<file path="src/asf_pkg.sv">
// Shared constants, types and sweep tables for the converter sequencer
package asf_pkg;

    localparam int DEPTH      = 8;
    localparam int IDX_W      = 3;
    localparam int RES_W      = 14;
    localparam int WORD_W     = 16;
    localparam int ADDR_W     = 4;
    localparam int DATA_W     = 16;

    // Register port byte addresses
    localparam logic [ADDR_W-1:0] CONFIG_ADDR = 4'h0;
    localparam logic [ADDR_W-1:0] CMD_ADDR    = 4'h4;
    localparam logic [ADDR_W-1:0] STATUS_ADDR = 4'h8;
    localparam logic [ADDR_W-1:0] RESULT_ADDR = 4'hC;

    // Command register fields
    localparam int CMD_READ_BIT = 3;
    localparam int CMD_CH_LSB   = 0;

    // Conversion modes
    localparam logic [1:0] MODE_SINGLE = 2'h0;
    localparam logic [1:0] MODE_REPEAT = 2'h1;
    localparam logic [1:0] MODE_SWEEP  = 2'h2;
    localparam logic [1:0] MODE_RSWEEP = 2'h3;

    // Threshold codes
    localparam logic [1:0] THR_FULL    = 2'h0;
    localparam logic [1:0] THR_3Q      = 2'h1;
    localparam logic [1:0] THR_HALF    = 2'h2;
    localparam logic [1:0] THR_1Q      = 2'h3;

    // Conversion timing
    localparam int CLKS_14BIT     = 18;
    localparam int CLKS_12BIT     = 13;
    localparam int SCLK_DIV       = 4;
    localparam int OSC_DIV        = 6;
    localparam int TAIL_NS        = 15;
    localparam int MCLK_PERIOD_NS = 25;
    localparam int TAIL_CYC_RAW   =
        (TAIL_NS + MCLK_PERIOD_NS - 1) / MCLK_PERIOD_NS;
    localparam int TAIL_CYC       = (TAIL_CYC_RAW < 1) ? 1 : TAIL_CYC_RAW;

    typedef struct packed {
        logic       res12;
        logic       clk_ext;
        logic [1:0] thr;
        logic [1:0] seq_sel;
        logic [1:0] mode;
    } asf_cfg_t;

    localparam asf_cfg_t CFG_RESET = 8'h00;

    typedef struct packed {
        logic [ADDR_W-1:0] addr;
        logic [DATA_W-1:0] wdata;
        logic              wr;
        logic              rd;
    } asf_bus_t;

    typedef enum logic [1:0] {
        ST_PDOWN,
        ST_IDLE,
        ST_CONV
    } asf_state_t;

    // Fill count that trips the interrupt
    function automatic logic [IDX_W:0] asf_thr_count(input logic [1:0] thr);
        case (thr)
            THR_3Q:   asf_thr_count = 4'h6;
            THR_HALF: asf_thr_count = 4'h4;
            THR_1Q:   asf_thr_count = 4'h2;
            default:  asf_thr_count = 4'h8;
        endcase
    endfunction

    // Channel at a given sweep position
    function automatic logic [2:0] asf_sweep_ch(input logic [1:0] sel,
                                                input logic [2:0] pos);
        case (sel)
            2'h1:    asf_sweep_ch = {pos[1:0], 1'b0};
            2'h2:    asf_sweep_ch = {pos[2:1], 1'b0};
            2'h3:    asf_sweep_ch = {1'b0, pos[1:0]};
            default: asf_sweep_ch = pos;
        endcase
    endfunction

endpackage

</file>
<file path="src/asf_conv_timer.sv">
// Conversion clock selection and conversion length counter
`timescale 1ns/10ps
module asf_conv_timer
    import asf_pkg::*;
(
    input  wire logic mclk_i,
    input  wire logic rst_i,
    input  wire logic start_i,
    input  wire logic clk_ext_i,
    input  wire logic res12_i,
    input  wire logic sclk_rise_i,
    output logic      busy_o,
    output logic      done_o
);
    logic [2:0] osc_cnt;
    logic [1:0] sclk_cnt;
    logic [4:0] tick_cnt;
    logic [1:0] tail_cnt;
    logic       in_tail;

    wire        osc_tick  = (osc_cnt == 3'(OSC_DIV - 1));
    wire        sclk_tick = sclk_rise_i && (sclk_cnt == 2'(SCLK_DIV - 1));
    wire        conv_tick = clk_ext_i ? sclk_tick : osc_tick;
    wire  [4:0] tick_need = res12_i ? 5'(CLKS_12BIT) : 5'(CLKS_14BIT);
    wire        last_tick = conv_tick && (tick_cnt == tick_need - 5'h1);
    wire        tail_end  = in_tail && (tail_cnt == 2'(TAIL_CYC - 1));

    // Free-running divider stands in for the internal oscillator
    always_ff @(posedge mclk_i)
    begin
        if (rst_i || osc_tick)
            osc_cnt <= 3'h0;
        else
            osc_cnt <= osc_cnt + 3'h1;
    end

    always_ff @(posedge mclk_i)
    begin
        if (rst_i || start_i)
            sclk_cnt <= 2'h0;
        else if (sclk_rise_i)
            sclk_cnt <= sclk_cnt + 2'h1;
    end

    // Clock count, then the fixed tail
    always_ff @(posedge mclk_i)
    begin
        if (rst_i)
        begin
            busy_o   <= 1'b0;
            in_tail  <= 1'b0;
            tick_cnt <= 5'h0;
            tail_cnt <= 2'h0;
            done_o   <= 1'b0;
        end
        else
        begin
            done_o <= 1'b0;
            if (start_i && !busy_o)
            begin
                busy_o   <= 1'b1;
                tick_cnt <= 5'h0;
                tail_cnt <= 2'h0;
                in_tail  <= 1'b0;
            end
            else if (busy_o && !in_tail && last_tick)
                in_tail <= 1'b1;
            else if (busy_o && !in_tail && conv_tick)
                tick_cnt <= tick_cnt + 5'h1;
            else if (tail_end)
            begin
                busy_o  <= 1'b0;
                in_tail <= 1'b0;
                done_o  <= 1'b1;
            end
            else if (in_tail)
                tail_cnt <= tail_cnt + 2'h1;
        end
    end
endmodule

</file>
<file path="src/asf_ctrl.sv">
// Sequencer, result buffer and power control of the converter
//
// Implementation choices: the register offsets and the strobed register port.
`timescale 1ns/10ps
module asf_ctrl
(
    input  wire logic                      mclk_i,
    input  wire logic                      rst_i,
    input  wire logic                      cs_n_i,
    input  wire logic                      frame_sync_pulse_i,
    input  wire logic                      conversion_start_strobe_n_i,
    input  wire logic                      sclk_i,
    input  wire logic [asf_pkg::RES_W-1:0] adc_result_i,
    input  wire logic [asf_pkg::ADDR_W-1:0] addr_i,
    input  wire logic [asf_pkg::DATA_W-1:0] wdata_i,
    input  wire logic                      wr_i,
    input  wire logic                      rd_i,
    output logic [asf_pkg::DATA_W-1:0]     rdata_o,
    output logic [asf_pkg::WORD_W-1:0]     output_result_word_o,
    output logic [2:0]                     channel_o,
    output logic                           sample_o,
    output logic                           conv_done_o,
    output logic                           threshold_int_o,
    output logic                           power_down_o
);
    import asf_pkg::*;

    asf_bus_t               bus;
    asf_cfg_t               config_register;
    asf_state_t             state;
    asf_state_t             next_state;
    logic [RES_W-1:0]       buf_mem [DEPTH];
    logic [IDX_W:0]         fill;
    logic [IDX_W:0]         next_fill;
    logic [IDX_W-1:0]       rd_idx;
    logic                   reading;
    logic                   presented;
    logic [2:0]             sel_ch;
    logic [RES_W-1:0]       single_res;
    logic [2:0]             cs_sync;
    logic [2:0]             fs_sync;
    logic [2:0]             cst_sync;
    logic [2:0]             sclk_sync;
    logic                   timer_busy;
    logic                   timer_done;

    assign bus = '{addr: addr_i, wdata: wdata_i, wr: wr_i, rd: rd_i};

    // Pins pass two flops; bit 2 is only a delayed copy for edges
    always_ff @(posedge mclk_i)
    begin
        if (rst_i)
        begin
            cs_sync   <= 3'h7;
            fs_sync   <= 3'h0;
            cst_sync  <= 3'h7;
            sclk_sync <= 3'h0;
        end
        else
        begin
            cs_sync   <= {cs_sync[1:0], cs_n_i};
            fs_sync   <= {fs_sync[1:0], frame_sync_pulse_i};
            cst_sync  <= {cst_sync[1:0], conversion_start_strobe_n_i};
            sclk_sync <= {sclk_sync[1:0], sclk_i};
        end
    end

    wire cs_fall    = cs_sync[2] && !cs_sync[1];
    wire fs_rise    = !fs_sync[2] && fs_sync[1];
    wire cst_fall   = cst_sync[2] && !cst_sync[1];
    wire sclk_rise  = !sclk_sync[2] && sclk_sync[1];
    wire trigger    = cs_fall || fs_rise || cst_fall;

    // Register port decode
    wire cfg_wr     = bus.wr && (bus.addr == CONFIG_ADDR);
    wire cmd_wr     = bus.wr && (bus.addr == CMD_ADDR);
    wire res_rd     = bus.rd && (bus.addr == RESULT_ADDR);
    wire cmd_read   = cmd_wr && bus.wdata[CMD_READ_BIT];
    wire cmd_other  = cmd_wr && !bus.wdata[CMD_READ_BIT];

    wire [1:0]       mode     = config_register.mode;
    wire             use_buf  = (mode != MODE_SINGLE);
    wire             sweeping = mode[1];
    wire [IDX_W:0]   thr_cnt  = asf_thr_count(config_register.thr);
    wire             thr_hit  = use_buf && (fill >= thr_cnt);
    wire             wrap     = (mode == MODE_RSWEEP) && thr_hit;
    // Modes 01 and 10 hold off until the host drains the buffer
    wire             blocked  = use_buf && thr_hit && !wrap;
    wire [IDX_W-1:0] wr_pos   = wrap ? '0 : fill[IDX_W-1:0];
    // Sweep position follows the fill count, so an emptied buffer
    // after power-down restarts the sweep at its first channel
    wire [2:0]       conv_ch  = sweeping ?
                                asf_sweep_ch(config_register.seq_sel,
                                             wr_pos) : sel_ch;
    // Config writes and buffer reads never start a conversion
    wire             start    = trigger && !cfg_wr && !cmd_wr && !res_rd
                                && !blocked && !reading && !timer_busy
                                && (state != ST_CONV);
    wire             conv_end = timer_done && (state == ST_CONV);
    wire             last_pop = res_rd && reading
                                && ({1'b0, rd_idx} == fill - 4'h1);
    wire             pres_now = (threshold_int_o || reading) && !presented;
    // Commands other than a buffer read abandon the drain
    wire             abandon  = (reading || presented)
                                && cmd_other;

    wire [RES_W-1:0] head     = buf_mem[rd_idx];
    wire [RES_W-1:0] out_src  = use_buf ? head : single_res;
    wire [WORD_W-1:0] out_word = config_register.res12 ?
                                {out_src[11:0], 4'h0} :
                                {out_src, 2'h0};

    // Auto power-down after every conversion, wake on any trigger
    always_comb
    begin
        next_state = state;
        case (state)
            ST_PDOWN:
                if (trigger)
                    next_state = start ? ST_CONV : ST_IDLE;
            ST_IDLE:
                if (start)
                    next_state = ST_CONV;
            ST_CONV:
                if (timer_done)
                    next_state = ST_PDOWN;
            default:
                next_state = ST_PDOWN;
        endcase
    end

    always_ff @(posedge mclk_i)
    begin
        if (rst_i)
            state <= ST_PDOWN;
        else
            state <= next_state;
    end

    // Fill count: conversions add, config writes and drains clear
    always_comb
    begin
        next_fill = fill;
        if (cfg_wr || abandon || last_pop)
            next_fill = '0;
        else if (conv_end && use_buf)
            next_fill = (wrap ? 4'h0 : fill) + 4'h1;
    end

    always_ff @(posedge mclk_i)
    begin
        if (rst_i)
            fill <= '0;
        else
            fill <= next_fill;
    end

    // Entries change only on a finished conversion
    genvar gi;
    generate
        for (gi = 0; gi < DEPTH; gi++)
        begin : g_entry
            always_ff @(posedge mclk_i)
            begin
                if (rst_i)
                    buf_mem[gi] <= '0;
                else if (conv_end && use_buf && wr_pos == IDX_W'(gi))
                    buf_mem[gi] <= adc_result_i;
            end
        end
    endgenerate

    always_ff @(posedge mclk_i)
    begin
        if (rst_i)
            single_res <= '0;
        else if (conv_end && !use_buf)
            single_res <= adc_result_i;
    end

    // Configuration and channel select
    always_ff @(posedge mclk_i)
    begin
        if (rst_i)
        begin
            config_register <= CFG_RESET;
            sel_ch          <= 3'h0;
        end
        else
        begin
            if (cfg_wr)
                config_register <= asf_cfg_t'(bus.wdata[7:0]);
            if (cmd_other)
                sel_ch <= bus.wdata[CMD_CH_LSB +: 3];
        end
    end

    // Drain tracking and early presentation of the first entry
    always_ff @(posedge mclk_i)
    begin
        if (rst_i)
        begin
            reading   <= 1'b0;
            presented <= 1'b0;
            rd_idx    <= '0;
        end
        else if (cfg_wr || abandon || last_pop)
        begin
            reading   <= 1'b0;
            presented <= 1'b0;
            rd_idx    <= '0;
        end
        else
        begin
            if (threshold_int_o && !reading)
                presented <= 1'b1;
            if (cmd_read && use_buf && fill != '0)
                reading <= 1'b1;
            if (res_rd && reading)
            begin
                rd_idx    <= rd_idx + 3'h1;
                presented <= 1'b0;
            end
        end
    end

    // Interrupt stays up until a drain begins or the buffer clears
    always_ff @(posedge mclk_i)
    begin
        if (rst_i)
            threshold_int_o <= 1'b0;
        else if (conv_end && use_buf && (next_fill >= thr_cnt))
            threshold_int_o <= 1'b1;
        else if (cmd_read || cfg_wr || abandon)
            threshold_int_o <= 1'b0;
    end

    // Done flag set by a conversion end, cleared by the next start or a config write
    always_ff @(posedge mclk_i)
    begin
        if (rst_i)
            conv_done_o <= 1'b0;
        else if (conv_end)
            conv_done_o <= 1'b1;
        else if (start || cfg_wr)
            conv_done_o <= 1'b0;
    end

    always_ff @(posedge mclk_i)
    begin
        if (rst_i)
            output_result_word_o <= '0;
        else if (cfg_wr || abandon)
            output_result_word_o <= '0;
        else if (pres_now || (conv_end && !use_buf))
            output_result_word_o <= use_buf ? out_word :
                                    (config_register.res12 ?
                                     {adc_result_i[11:0], 4'h0} :
                                     {adc_result_i, 2'h0});
        else if (presented || reading)
            output_result_word_o <= out_word;
    end

    always_ff @(posedge mclk_i)
    begin
        if (rst_i)
            rdata_o <= '0;
        else if (bus.rd)
            case (bus.addr)
                CONFIG_ADDR: rdata_o <= {8'h00, config_register};
                STATUS_ADDR: rdata_o <= {7'h00, reading, fill,
                                         (state == ST_CONV),
                                         power_down_o, threshold_int_o,
                                         conv_done_o};
                RESULT_ADDR: rdata_o <= out_word;
                default:     rdata_o <= '0;
            endcase
        else
            rdata_o <= '0;
    end

    always_ff @(posedge mclk_i)
    begin
        if (rst_i)
        begin
            channel_o    <= 3'h0;
            sample_o     <= 1'b0;
            power_down_o <= 1'b1;
        end
        else
        begin
            sample_o     <= start;
            power_down_o <= (next_state == ST_PDOWN);
            if (start)
                channel_o <= conv_ch;
        end
    end

    asf_conv_timer u_timer
    (
        .mclk_i      (mclk_i),
        .rst_i       (rst_i),
        .start_i     (start),
        .clk_ext_i   (config_register.clk_ext),
        .res12_i     (config_register.res12),
        .sclk_rise_i (sclk_rise),
        .busy_o      (timer_busy),
        .done_o      (timer_done)
    );
endmodule

</file>
<file path="config.mk">
export PLATFORM = sky130hd
export DESIGN_NAME = asf_ctrl
export DESIGN_NICKNAME = d
export VERILOG_FILES = /design/src/asf_pkg.sv /design/src/asf_conv_timer.sv /design/src/asf_ctrl.sv
export SDC_FILE = /design/constraint.sdc
export NUM_CORES = 1
export LEC_CHECK = 0
export ABC_CLOCK_PERIOD_IN_PS = 3400
export BUFFER_PORTS_ARGS = -buffer_cell sky130_fd_sc_hd__clkbuf_2
export CAP_MARGIN = 0
export CORE_UTILIZATION = 42
export DETAILED_ROUTE_END_ITERATION = 8
export PLACE_DENSITY = 0.67
export SLEW_MARGIN = 40
export SYNTH_ARGS = -nofsm -noshare
export SYNTH_HDL_FRONTEND = slang
export SYNTH_SLANG_ARGS = --single-unit
</file>
<file path="constraint.sdc">
create_clock -name mclk_i -period 3.4 [get_ports mclk_i]
set_input_delay 0.51 -clock mclk_i [delete_from_list [all_inputs] [get_ports mclk_i]]
set_output_delay 0.51 -clock mclk_i [all_outputs]
set_load 0.01 [all_outputs]
</file>
==> Word-level counts from Yosys, hierarchy flattened <==
Memories as Yosys holds them, arrays and structs flattened. A register that Yosys moved wholly into a read port is not among the register bits.
Index checks and enable logic that the tools add are counted.
{ "totals": {"ff_bits": 102, "ram_bits": 112, "in_bits": 42, "out_inout_bits": 39, "elab_cells": 242, "memories": 1} }
{ "memory_table": {"columns": ["name", "words", "word_bits", "read_ports", "rd_clocked_by_memory_dff", "wr", "line_no", "rtl"], "rows": [
  ["buf_mem", 8, 14, 1, 1, 8, "asf_ctrl.sv:32", "logic [RES_W-1:0] buf_mem [DEPTH];"]
]} }
{ "op_classes": {"add_sub_neg": 8, "order_cmp": 2, "n_eq_ne": 27, "muxes": 67, "n_bitwise": 12, "reduce_logical": 95} }
{ "op_table": {"columns": ["operator", "count"], "rows": [
  ["14-bit two-way mux", 9],
  ["16-bit two-way mux", 5],
  ["16-bit one-hot mux with 3 select lines", 1],
  ["1-bit logical AND", 46],
  ["1-bit two-way mux", 37],
  ["3-bit == test (second input constant)", 5],
  ["1-bit zero test", 15],
  ["2-bit == test (second input constant)", 7],
  ["1-bit logical OR", 12],
  ["3-bit two-way mux", 4],
  ["4-bit two-way mux", 3],
  ["4-bit one-hot mux with 3 select lines", 1],
  ["2-bit nonzero test", 6],
  ["3-bit one-hot mux with 3 select lines", 1],
  ["4-bit == test (second input constant)", 2],
  ["4-bit >= comparator", 2],
  ["2-bit two-way mux", 4],
  ["1-bit OR", 8],
  ["2-bit OR reduction", 4],
  ["3-bit by 1-bit adder with 3-bit output (second input constant)", 2],
  ["2-bit by 1-bit == test with 1-bit output (second input constant)", 3],
  ["3-bit by 2-bit == test with 1-bit output (second input constant)", 2],
  ["2-bit zero test", 3],
  ["2-bit by 1-bit != test with 1-bit output (second input constant)", 3],
  ["21 further kinds", 26]
]} }

==> Logic depth before layout (Yosys ltp) <==
Gate-level depths: netlist of the first run.
{ "logic_depth": {"word_depth": 16, "mapped_depth": 20, "ltp_nobuf": 20} }

==> By module <==
From an unflattened synthesis of the first run, not the netlist that was laid out.
{ "hier_totals": {"hier_cells": 924, "area_unflattened_um2": 10169.8} }
{ "by_module_without_submodules": {"columns": ["mod", "instances", "cells_per_inst", "area_per_inst_um2", "seq_area_each_um2"], "rows": [
  ["asf_ctrl", 1, 844, 9451.6, 5124.9],
  ["asf_conv_timer", 1, 80, 718.2, 300.3]
]} }

==> Least setup slack after synthesis of the first run <==
Ideal clock, no wire load.
{ "synth_path": {"path_type": "flip-flop to flip-flop", "start": "register config_register[4] (netlist name)", "end": "register threshold_int_o", "setup_ns": 0.132, "arrival_ns": 2.912, "required_time_ns": 3.268, "path_slack_ns": 0.356, "stages_incl_launch_ff": 18, "n_path_buf": 0, "period_less_slack_ns": 3.044, "path_cell_list": "dfxtp_1 inv_1 ha_1 nor2_1 ha_1 nand2b_1 a211oi_1 nor2_1 nand2_1 ha_1 mux2i_1 or2_2 ha_1 nand2b_1 a21oi_1 nor2b_1 o21ai_0 o22ai_1"} }
{ "synth_via": {"elab_chain_cells": 12, "elab_cells_between_ends": 15, "cone_classes": "add/sub (1); order compare (2); eq/ne (3); mux (5); reduce/logical (4)"} }
{ "synth_rtl": {"columns": ["item", "line_no", "rtl"], "rows": [
  ["from (decl)", "asf_ctrl.sv:29", "asf_cfg_t config_register;"],
  ["from (signal assigned)", "asf_ctrl.sv:192", "config_register <= asf_cfg_t'(bus.wdata[7:0]);"],
  ["2-bit == test / 2-bit by 1-bit == test with 1-bit output (equally long branches)", "asf_pkg.sv:69", "case (thr)"],
  ["4-bit one-hot mux with 3 select lines (*)", "asf_pkg.sv:69", null],
  ["4-bit >= comparator", "asf_ctrl.sv:85", "wire thr_hit = use_buf && (fill >= thr_cnt);"],
  ["1-bit logical AND", "asf_ctrl.sv:85", null],
  ["1-bit logical AND", "asf_ctrl.sv:86", "wire wrap = (mode == MODE_RSWEEP) && thr_hit;"],
  ["4-bit two-way mux", "asf_ctrl.sv:147", "next_fill = (wrap ? 4'h0 : fill) + 4'h1;"],
  ["4-bit by 1-bit adder with 4-bit output", "asf_ctrl.sv:147", null],
  ["4-bit two-way mux", "asf_ctrl.sv:146", "else if (conv_end && use_buf)"],
  ["4-bit two-way mux", "asf_ctrl.sv:144", "if (cfg_wr || abandon || last_pop)"],
  ["4-bit >= comparator (*)", "asf_ctrl.sv:232", "else if (conv_end && use_buf && (next_fill >= thr_cnt))"],
  ["1-bit logical AND (*)", "asf_ctrl.sv:232", null],
  ["1-bit two-way mux / 2-bit nonzero test (equally long branches)", null, null],
  ["to (signal assigned)", "asf_ctrl.sv:231", "threshold_int_o <= 1'b0;"],
  ["to (signal assigned)", "asf_ctrl.sv:233", "threshold_int_o <= 1'b1;"],
  ["to (signal assigned)", "asf_ctrl.sv:235", "threshold_int_o <= 1'b0;"],
  ["to (decl)", "asf_ctrl.sv:23", "output logic threshold_int_o,"]
]} }
Every way passes the cells marked *; elsewhere a longest branch is shown, timed or not.
A chain may end at the register's enable or synchronous reset.

==> Worst setup path after layout of the first run <==
{ "layout_path": {"start": "register config_register[5] (netlist name)", "end": "register threshold_int_o"} }
{ "layout_via": {"elab_chain_cells": 12, "elab_cells_between_ends": 15, "cone_classes": "add/sub (1); order compare (2); eq/ne (3); mux (5); reduce/logical (4)"} }
{ "layout_rtl": {"columns": ["item", "line_no", "rtl"], "rows": [
  ["2-bit == test / 2-bit by 1-bit == test with 1-bit output (equally long branches)", "asf_pkg.sv:69", null],
  ["4-bit one-hot mux with 3 select lines (*)", "asf_pkg.sv:69", null],
  ["4-bit >= comparator (*)", "asf_ctrl.sv:85", null],
  ["1-bit logical AND (*)", "asf_ctrl.sv:85", null],
  ["1-bit logical AND (*)", "asf_ctrl.sv:86", null],
  ["4-bit two-way mux (*)", "asf_ctrl.sv:147", null],
  ["4-bit by 1-bit adder with 4-bit output (*)", "asf_ctrl.sv:147", null],
  ["4-bit two-way mux (*)", "asf_ctrl.sv:146", null],
  ["4-bit two-way mux (*)", "asf_ctrl.sv:144", null],
  ["via next_fill[2]", "asf_ctrl.sv:34", "logic [IDX_W:0] next_fill;"],
  ["4-bit >= comparator (*)", "asf_ctrl.sv:232", null],
  ["1-bit logical AND (*)", "asf_ctrl.sv:232", null],
  ["1-bit two-way mux / 2-bit nonzero test (equally long branches)", null, null]
]} }
Mark *: on every way through the listed nets, which the timed path passes. The rest lies on a longest branch.

==> impl_metrics.tcl, run 1 <==
set metrics [dict create \
    rows 56 \
    htree_num_levels 1 \
    synth_compound_area_share_pct 8.37 \
    multi_input_area_um2 4210 \
    die_w_um 157 \
    synthMuxAreaShare_pct 10.9 \
    required_ns 3.80 \
    yosys.area_share.adder_pct 2.74 \
    run_status "complete, no violations" \
    fin_util_pct 49.0 \
    ir_drop_v 0.000338 \
    nNetsFinal 1011 \
    drive_gt1_share_pct 20.2 \
    placed_cells_incl_taps 1241 \
    clock_path_buffers 3 \
    yosysWarnings 0 \
    crit_family "adder cells" \
    maxCapViolCount 0 \
    grt_pass1_wl_um 38600 \
    place.gp.congestion 0.852 \
    async_reset_ff_share_pct 0 \
    setup_viol 0 \
    clock_skew_ns 0.0143 \
    yosys.cell_types.count 75 \
    yosys.area_share.simple_pct 18.6 \
    grt_max_degree 35 \
    fin_crit_sh_pct 93.7 \
    coreArea_um2 23500 \
    p_total_mw 5.57 \
    fin_cells 1283 \
    p_comb_share_pct 4.5 \
    drt_iter0_drc 507 \
    p_seq_share_pct 50.4 \
    n_antenna_cell 0 \
    syn2layout_area_growth_pct 14.7 \
    drv_slew 0 \
    crit_buf_inv 2 \
    grt_pass1_vias 6698 \
    hold_viol_final 0 \
    p_sw_share_pct 22.4 \
    die-area_um2 24500 \
    drc_errors 0 \
    min_period_ns 3.19 \
    cp_max_fo 4 \
    cts_root_buffer "clkbuf_16" \
    synth-xor-area-share_pct 1.05 \
    switching_power_mw 1.25 \
    regArea_um2 5430 \
    cp-start-kind "register" \
    synth_edf_count 112 \
    avgViaCountPerCell 5.46 \
    worstMarginPinSlew_ns 0.776 \
    power.internal_mw 4.32 \
    synth_top_family_by_area "simple AND/OR/NAND/NOR gates" \
    ys_seq_area_share_pct 54.1 \
    min-delay-path-class "input pin to register" \
    power_per_cell_area_nw_per_um2 484 \
    end_kind "register" \
    totalWireLength_um 25300 \
    worst-setup-path-type "register to register" \
    worst_path_most_repeated_cell "ha_1" \
    hpwl_um 17100 \
    clkPwrFrac_pct 45.1 \
    fin_ws_ns 0.214 \
    syn_avg_cell_area_um2 11.4 \
    synth_area_um2 10000 \
    crit_slowest_cell "dfxtp_2" \
    cts_buffers 23 \
    cellLeakagePower_nw 4.47 \
    antenna_left 0 \
    cts_tree "yes" \
    cp_cell_sequence "inv_1 > ha_1 > nor2_2 > nor2_2 > ha_1 > nand2b_1 > a211oi_2 > nor2_2 > nand2_2 > inv_1 > ha_1 > ha_1 > nor2_1 > a21oi_2 > nor2_1 > ha_1 > a21oi_1 > nor2b_1 > o21ai_0 > o22ai_1" \
    grt_remaining_overflow 0 \
    synthFlopType "edfxtp_1" \
    clk_pin_slew_ns 0.06 \
    clkLatencyLatePin_ns 0.53 \
    cts_hold_buffers 0 \
    port_buffers 70 \
    fmax_mhz 314 \
    syn_inst 883 \
    die_y_um 157 \
    place_ws_ns 0.149 \
    arrival_ns 3.58 \
    cpPeakStageDelay_ns 0.35 \
    antenna_found_initial 0 \
    ios 81 \
    grtUsageTotal_pct 20.9 \
    cts.sinks 215 \
    vias 7005 \
    max_slew_margin_pct 48.2 \
    dr.pass1.iters 5 \
    start_util_pct 42.7 \
    ys_ff_latch 215 \
    wire_per_inst_um 19.7 \
    fillCellCount 2103 \
]
power groups by stage:
stage,combinational (mW),sequential [mW],clock [mW]
4_1_cts,0.249,2.81,2.55
3_3_place_gp,0.244,2.86,0
5_1_grt,0.270,2.81,2.65
2_1_floorplan,0.146,2.86,0
3_5_place_dp,0.248,2.86,0
6_report,0.250,2.81,2.51
layout make-up:
type	instances	share of cell area, %
multi-input combinational	578	36.6
clock buffer	28	5.34
inverter	29	0.946
timing repair buffer	100	5.22
sequential	215	47.2
tap	319	3.47
clock inverter	14	1.21
through the flow:
stage	cell area, µm²	TNS (ns)	hold WS, ns
6_report	11500	0	0.182
5_1_grt	11500	-0.0130	0.168
4_1_cts	11500	0	0.170
3_5_place_dp	10700	0	0.398
3_3_place_gp	10700	0	0.393
2_1_floorplan	10000	0	0.389
kinds of logic (layout without fill, tap and decap cells):
| logic type | Yosys count | count (layout) |
|---|---|---|
| flops | 215 | 215 |
| simple gates | 350 | 350 |
| other cells | 1 | 2 |
| mux | 68 | 68 |
| fa+ha+maj | 22 | 22 |
| buf+inv | 91 | 171 |
| compound gates | 124 | 124 |
| xor+xnor | 12 | 12 |
state kept, by name, indices dropped and copies added, names as in the netlist, 2 cells and up, named ones only:
register,cells
single_res,14
u_timer.sclk_cnt,2
u_timer.tick_cnt,5
rdata_o,16
fs_sync,3
cst_sync,3
buf_mem,112
u_timer.tail_cnt,2
fill,4
mode,2
state,2
config_register,6
output_result_word_o,14
sclk_sync,3
rd_idx,3
cs_sync,3
channel_o,3
sel_ch,3
u_timer.osc_cnt,3
Yosys cell counts (3+ instances only):
cell,instances,area (µm²)
nand4_1,4,25.0
nand2b_1,12,75.1
buf_4,5,37.5
ha_1,22,275
inv_1,28,105
buf_2,20,100
buf_1,3,11.3
o21ai_0,19,95.1
o211ai_1,4,30.0
nor3_1,10,50.1
mux4_1,12,315
o22ai_1,10,62.6
a211oi_1,3,22.5
clkbuf_1,29,109
nand3b_1,3,22.5
nand3_1,11,55.1
nand2_1,93,349
buf_6,3,33.8
mux4_2,16,360
a22o_1,3,26.3
nor2_1,55,206
and3_1,35,219
mux2_2,10,113
and2_1,87,544
or2_2,7,43.8
edfxtp_1,112,3360
xnor2_1,5,43.8
a32oi_1,3,26.3
a21oi_1,38,190
mux2i_1,30,300
o221ai_1,11,96.3
nor2b_1,13,81.3
dfxtp_1,103,2060
xor2_1,7,61.3
o22a_1,12,105
final timing paths:
path | start | end | slack [ns] | cells past startpoint
max | config_register[5] | threshold_int_o | 0.21 | 20
max reg2reg | config_register[5] | threshold_int_o | 0.21 | 20
min reg2reg | cst_sync[0] | cst_sync[1] | 0.41 | 1
min | conversion_start_strobe_n_i | cst_sync[0] | 0.18 | 2
routing by layer:
layer  routed length, µm  vias up  track usage [%]
met5                   0        -                0
met4                 867        0             7.28
met3                1480       56             2.80
met2               12100      228             34.3
met1               10900     3435             28.3
li1                    -     3286                -
placed cells by master, fill, tap and decap left out, types with 11 or more instances in the layout:
cell       instances
o21ai_0           19
nand3_1           11
mux2i_1           30
dfxtp_1          101
buf_4             28
edfxtp_1         112
o22a_1            12
and3_1            35
nand2b_1          12
o221ai_1          11
ha_1              22
mux4_2            16
nor2_1            52
mux4_1            12
and2_1            87
a21oi_1           37
clkbuf_2          70
nor2b_1           12
clkbuf_16         23
inv_1             28
nand2_1           91
what timing repair did:
action,in CTS,in global routing
setup endpoints to repair,0,1
resized for setup,0,11
setup buffers,0,0
(Power assumes the default switching activity.)
==> run 2: changes to the inputs <==
REMOVE_ABC_BUFFERS = 1   (was default)
==> impl_metrics.tcl, run 2 (synthesis gave the netlist of run 1 again) <==
set metrics [dict create \
    run_status "complete, no violations" \
    cellLeakagePower_nw 4.47 \
    crit_slowest_cell "dfxtp_2" \
    port_buffers 70 \
    cts_resized 0 \
    die_w_um 157 \
    drt_iter0_drc 541 \
    drc_errors 0 \
    crit_buf_inv 2 \
    cts_buffers 23 \
    dr.pass1.iters 5 \
    totalWireLength_um 24700 \
    final_common_cell "edfxtp_1" \
    place.gp.congestion 0.838 \
    hpwl_um 16600 \
    avgViaCountPerCell 5.40 \
    ios 81 \
    die_y_um 157 \
    rows 56 \
    reg_top3 "buf_mem (112), rdata_o (16)" \
    cts_setup_buffers 0 \
    power_per_cell_area_nw_per_um2 480 \
    drive_gt1_share_pct 20.5 \
    grt_max_degree 41 \
    clock_skew_ns 0.0158 \
    clkLatencyLatePin_ns 0.51 \
    max_slew_margin_pct 53.3 \
    htree_num_levels 1 \
    layout_common_cells "112 x edfxtp_1, 102 x dfxtp_1, 91 x nand2_1" \
    place_ws_ns 0.165 \
    grtUsageTotal_pct 20.5 \
    start_util_pct 42.7 \
    cp-start-kind "register" \
    vias 6922 \
    n_antenna_cell 0 \
    wire_per_inst_um 19.3 \
    arrival_ns 3.51 \
    clk_pin_slew_ns 0.06 \
    place_area_um2 10700 \
    maxCapViolCount 0 \
    p_total_mw 5.52 \
    antenna_left 0 \
    coreArea_um2 23500 \
    syn2layout_area_growth_pct 14.6 \
    cp_cell_sequence "inv_1 > ha_1 > nor2_1 > nor2_2 > ha_1 > nand2b_1 > a211oi_2 > nor2_2 > nand2_2 > inv_1 > ha_1 > ha_1 > nor2_2 > a21oi_2 > nor2_1 > ha_1 > a2111oi_4 > o22ai_1" \
    crit_family "adder cells" \
    grt_pass1_vias 6613 \
    drv_slew 0 \
    worstMarginPinSlew_ns 0.700 \
    cpPeakStageDelay_ns 0.34 \
    worst-setup-path-type "register to register" \
    grt_pass1_wl_um 38100 \
    required_ns 3.78 \
    grt_remaining_overflow 0 \
    fin_ws_ns 0.276 \
    fmax_mhz 320 \
    cts_hold_buffers 0 \
    fin_crit_sh_pct 91.9 \
    cts_root_buffer "clkbuf_16" \
    cp_max_fo 4 \
    cts.sinks 215 \
    largest_reg_flops 112 \
    worst_path_most_repeated_cell "ha_1" \
    final_cell_area_um2 11500 \
    min-delay-path-class "input pin to register" \
    min_period_ns 3.12 \
    hold_viol_final 0 \
    setup_viol 0 \
    end_kind "register" \
    cts_tree "yes" \
    antenna_found_initial 0 \
    die-area_um2 24500 \
    nNetsFinal 1013 \
    ir_drop_v 0.000321 \
    clock_path_buffers 3 \
    fillCellCount 2118 \
    regMostFlops "buf_mem" \
]
## run 2: metal layers
metal	vias up	track usage [%]	part of all wire [%]
li1	3296	-	-
met1	3425	28.6	45
met2	173	34.1	48
met3	28	2.24	5.0
met4	0	4.90	1.8
met5	-	0	0
## run 2: through the flow
step / setup TNS [ns] / hold WS [ns] / util (%) / instances
after detailed placement: 0 / 0.398 / 45.6 / 1243
after global routing: -0.0284 / 0.190 / 49.0 / 1283
after global placement: 0 / 0.395 / 45.6 / 1243
after CTS: 0 / 0.182 / 48.8 / 1283
final: 0 / 0.193 / 49.0 / 1283
after floorplan: 0 / 0.389 / - / 822
## run 2: area by class of cell
| cell class | instances | area, µm² | area share (%) |
|---|---|---|---|
| timing repair buffer | 102 | 591 | 5.14 |
| multi-input combinational | 578 | 4230 | 36.7 |
| clock inverter | 8 | 67.6 | 0.588 |
| sequential | 215 | 5430 | 47.2 |
| inverter | 29 | 109 | 0.947 |
| tap | 319 | 399 | 3.47 |
| clock buffer | 32 | 681 | 5.92 |
## run 2: worst paths after layout
| path | startpoint | to | cells after the start | slack [ns] |
|---|---|---|---|---|
| max | config_register[5] | threshold_int_o | 18 | 0.28 |
| min | cs_n_i | cs_sync[0] | 2 | 0.19 |
| max reg2reg | config_register[5] | threshold_int_o | 18 | 0.28 |
| min reg2reg | cs_sync[0] | cs_sync[1] | 1 | 0.41 |
## run 2: power by group
group | internal (mW) | total (mW) | switching (mW)
clock network | 1.47 | 2.47 | 1.00
logic | 0.0833 | 0.245 | 0.161
registers | 2.78 | 2.81 | 0.0232
total | 4.34 | 5.52 | 1.18
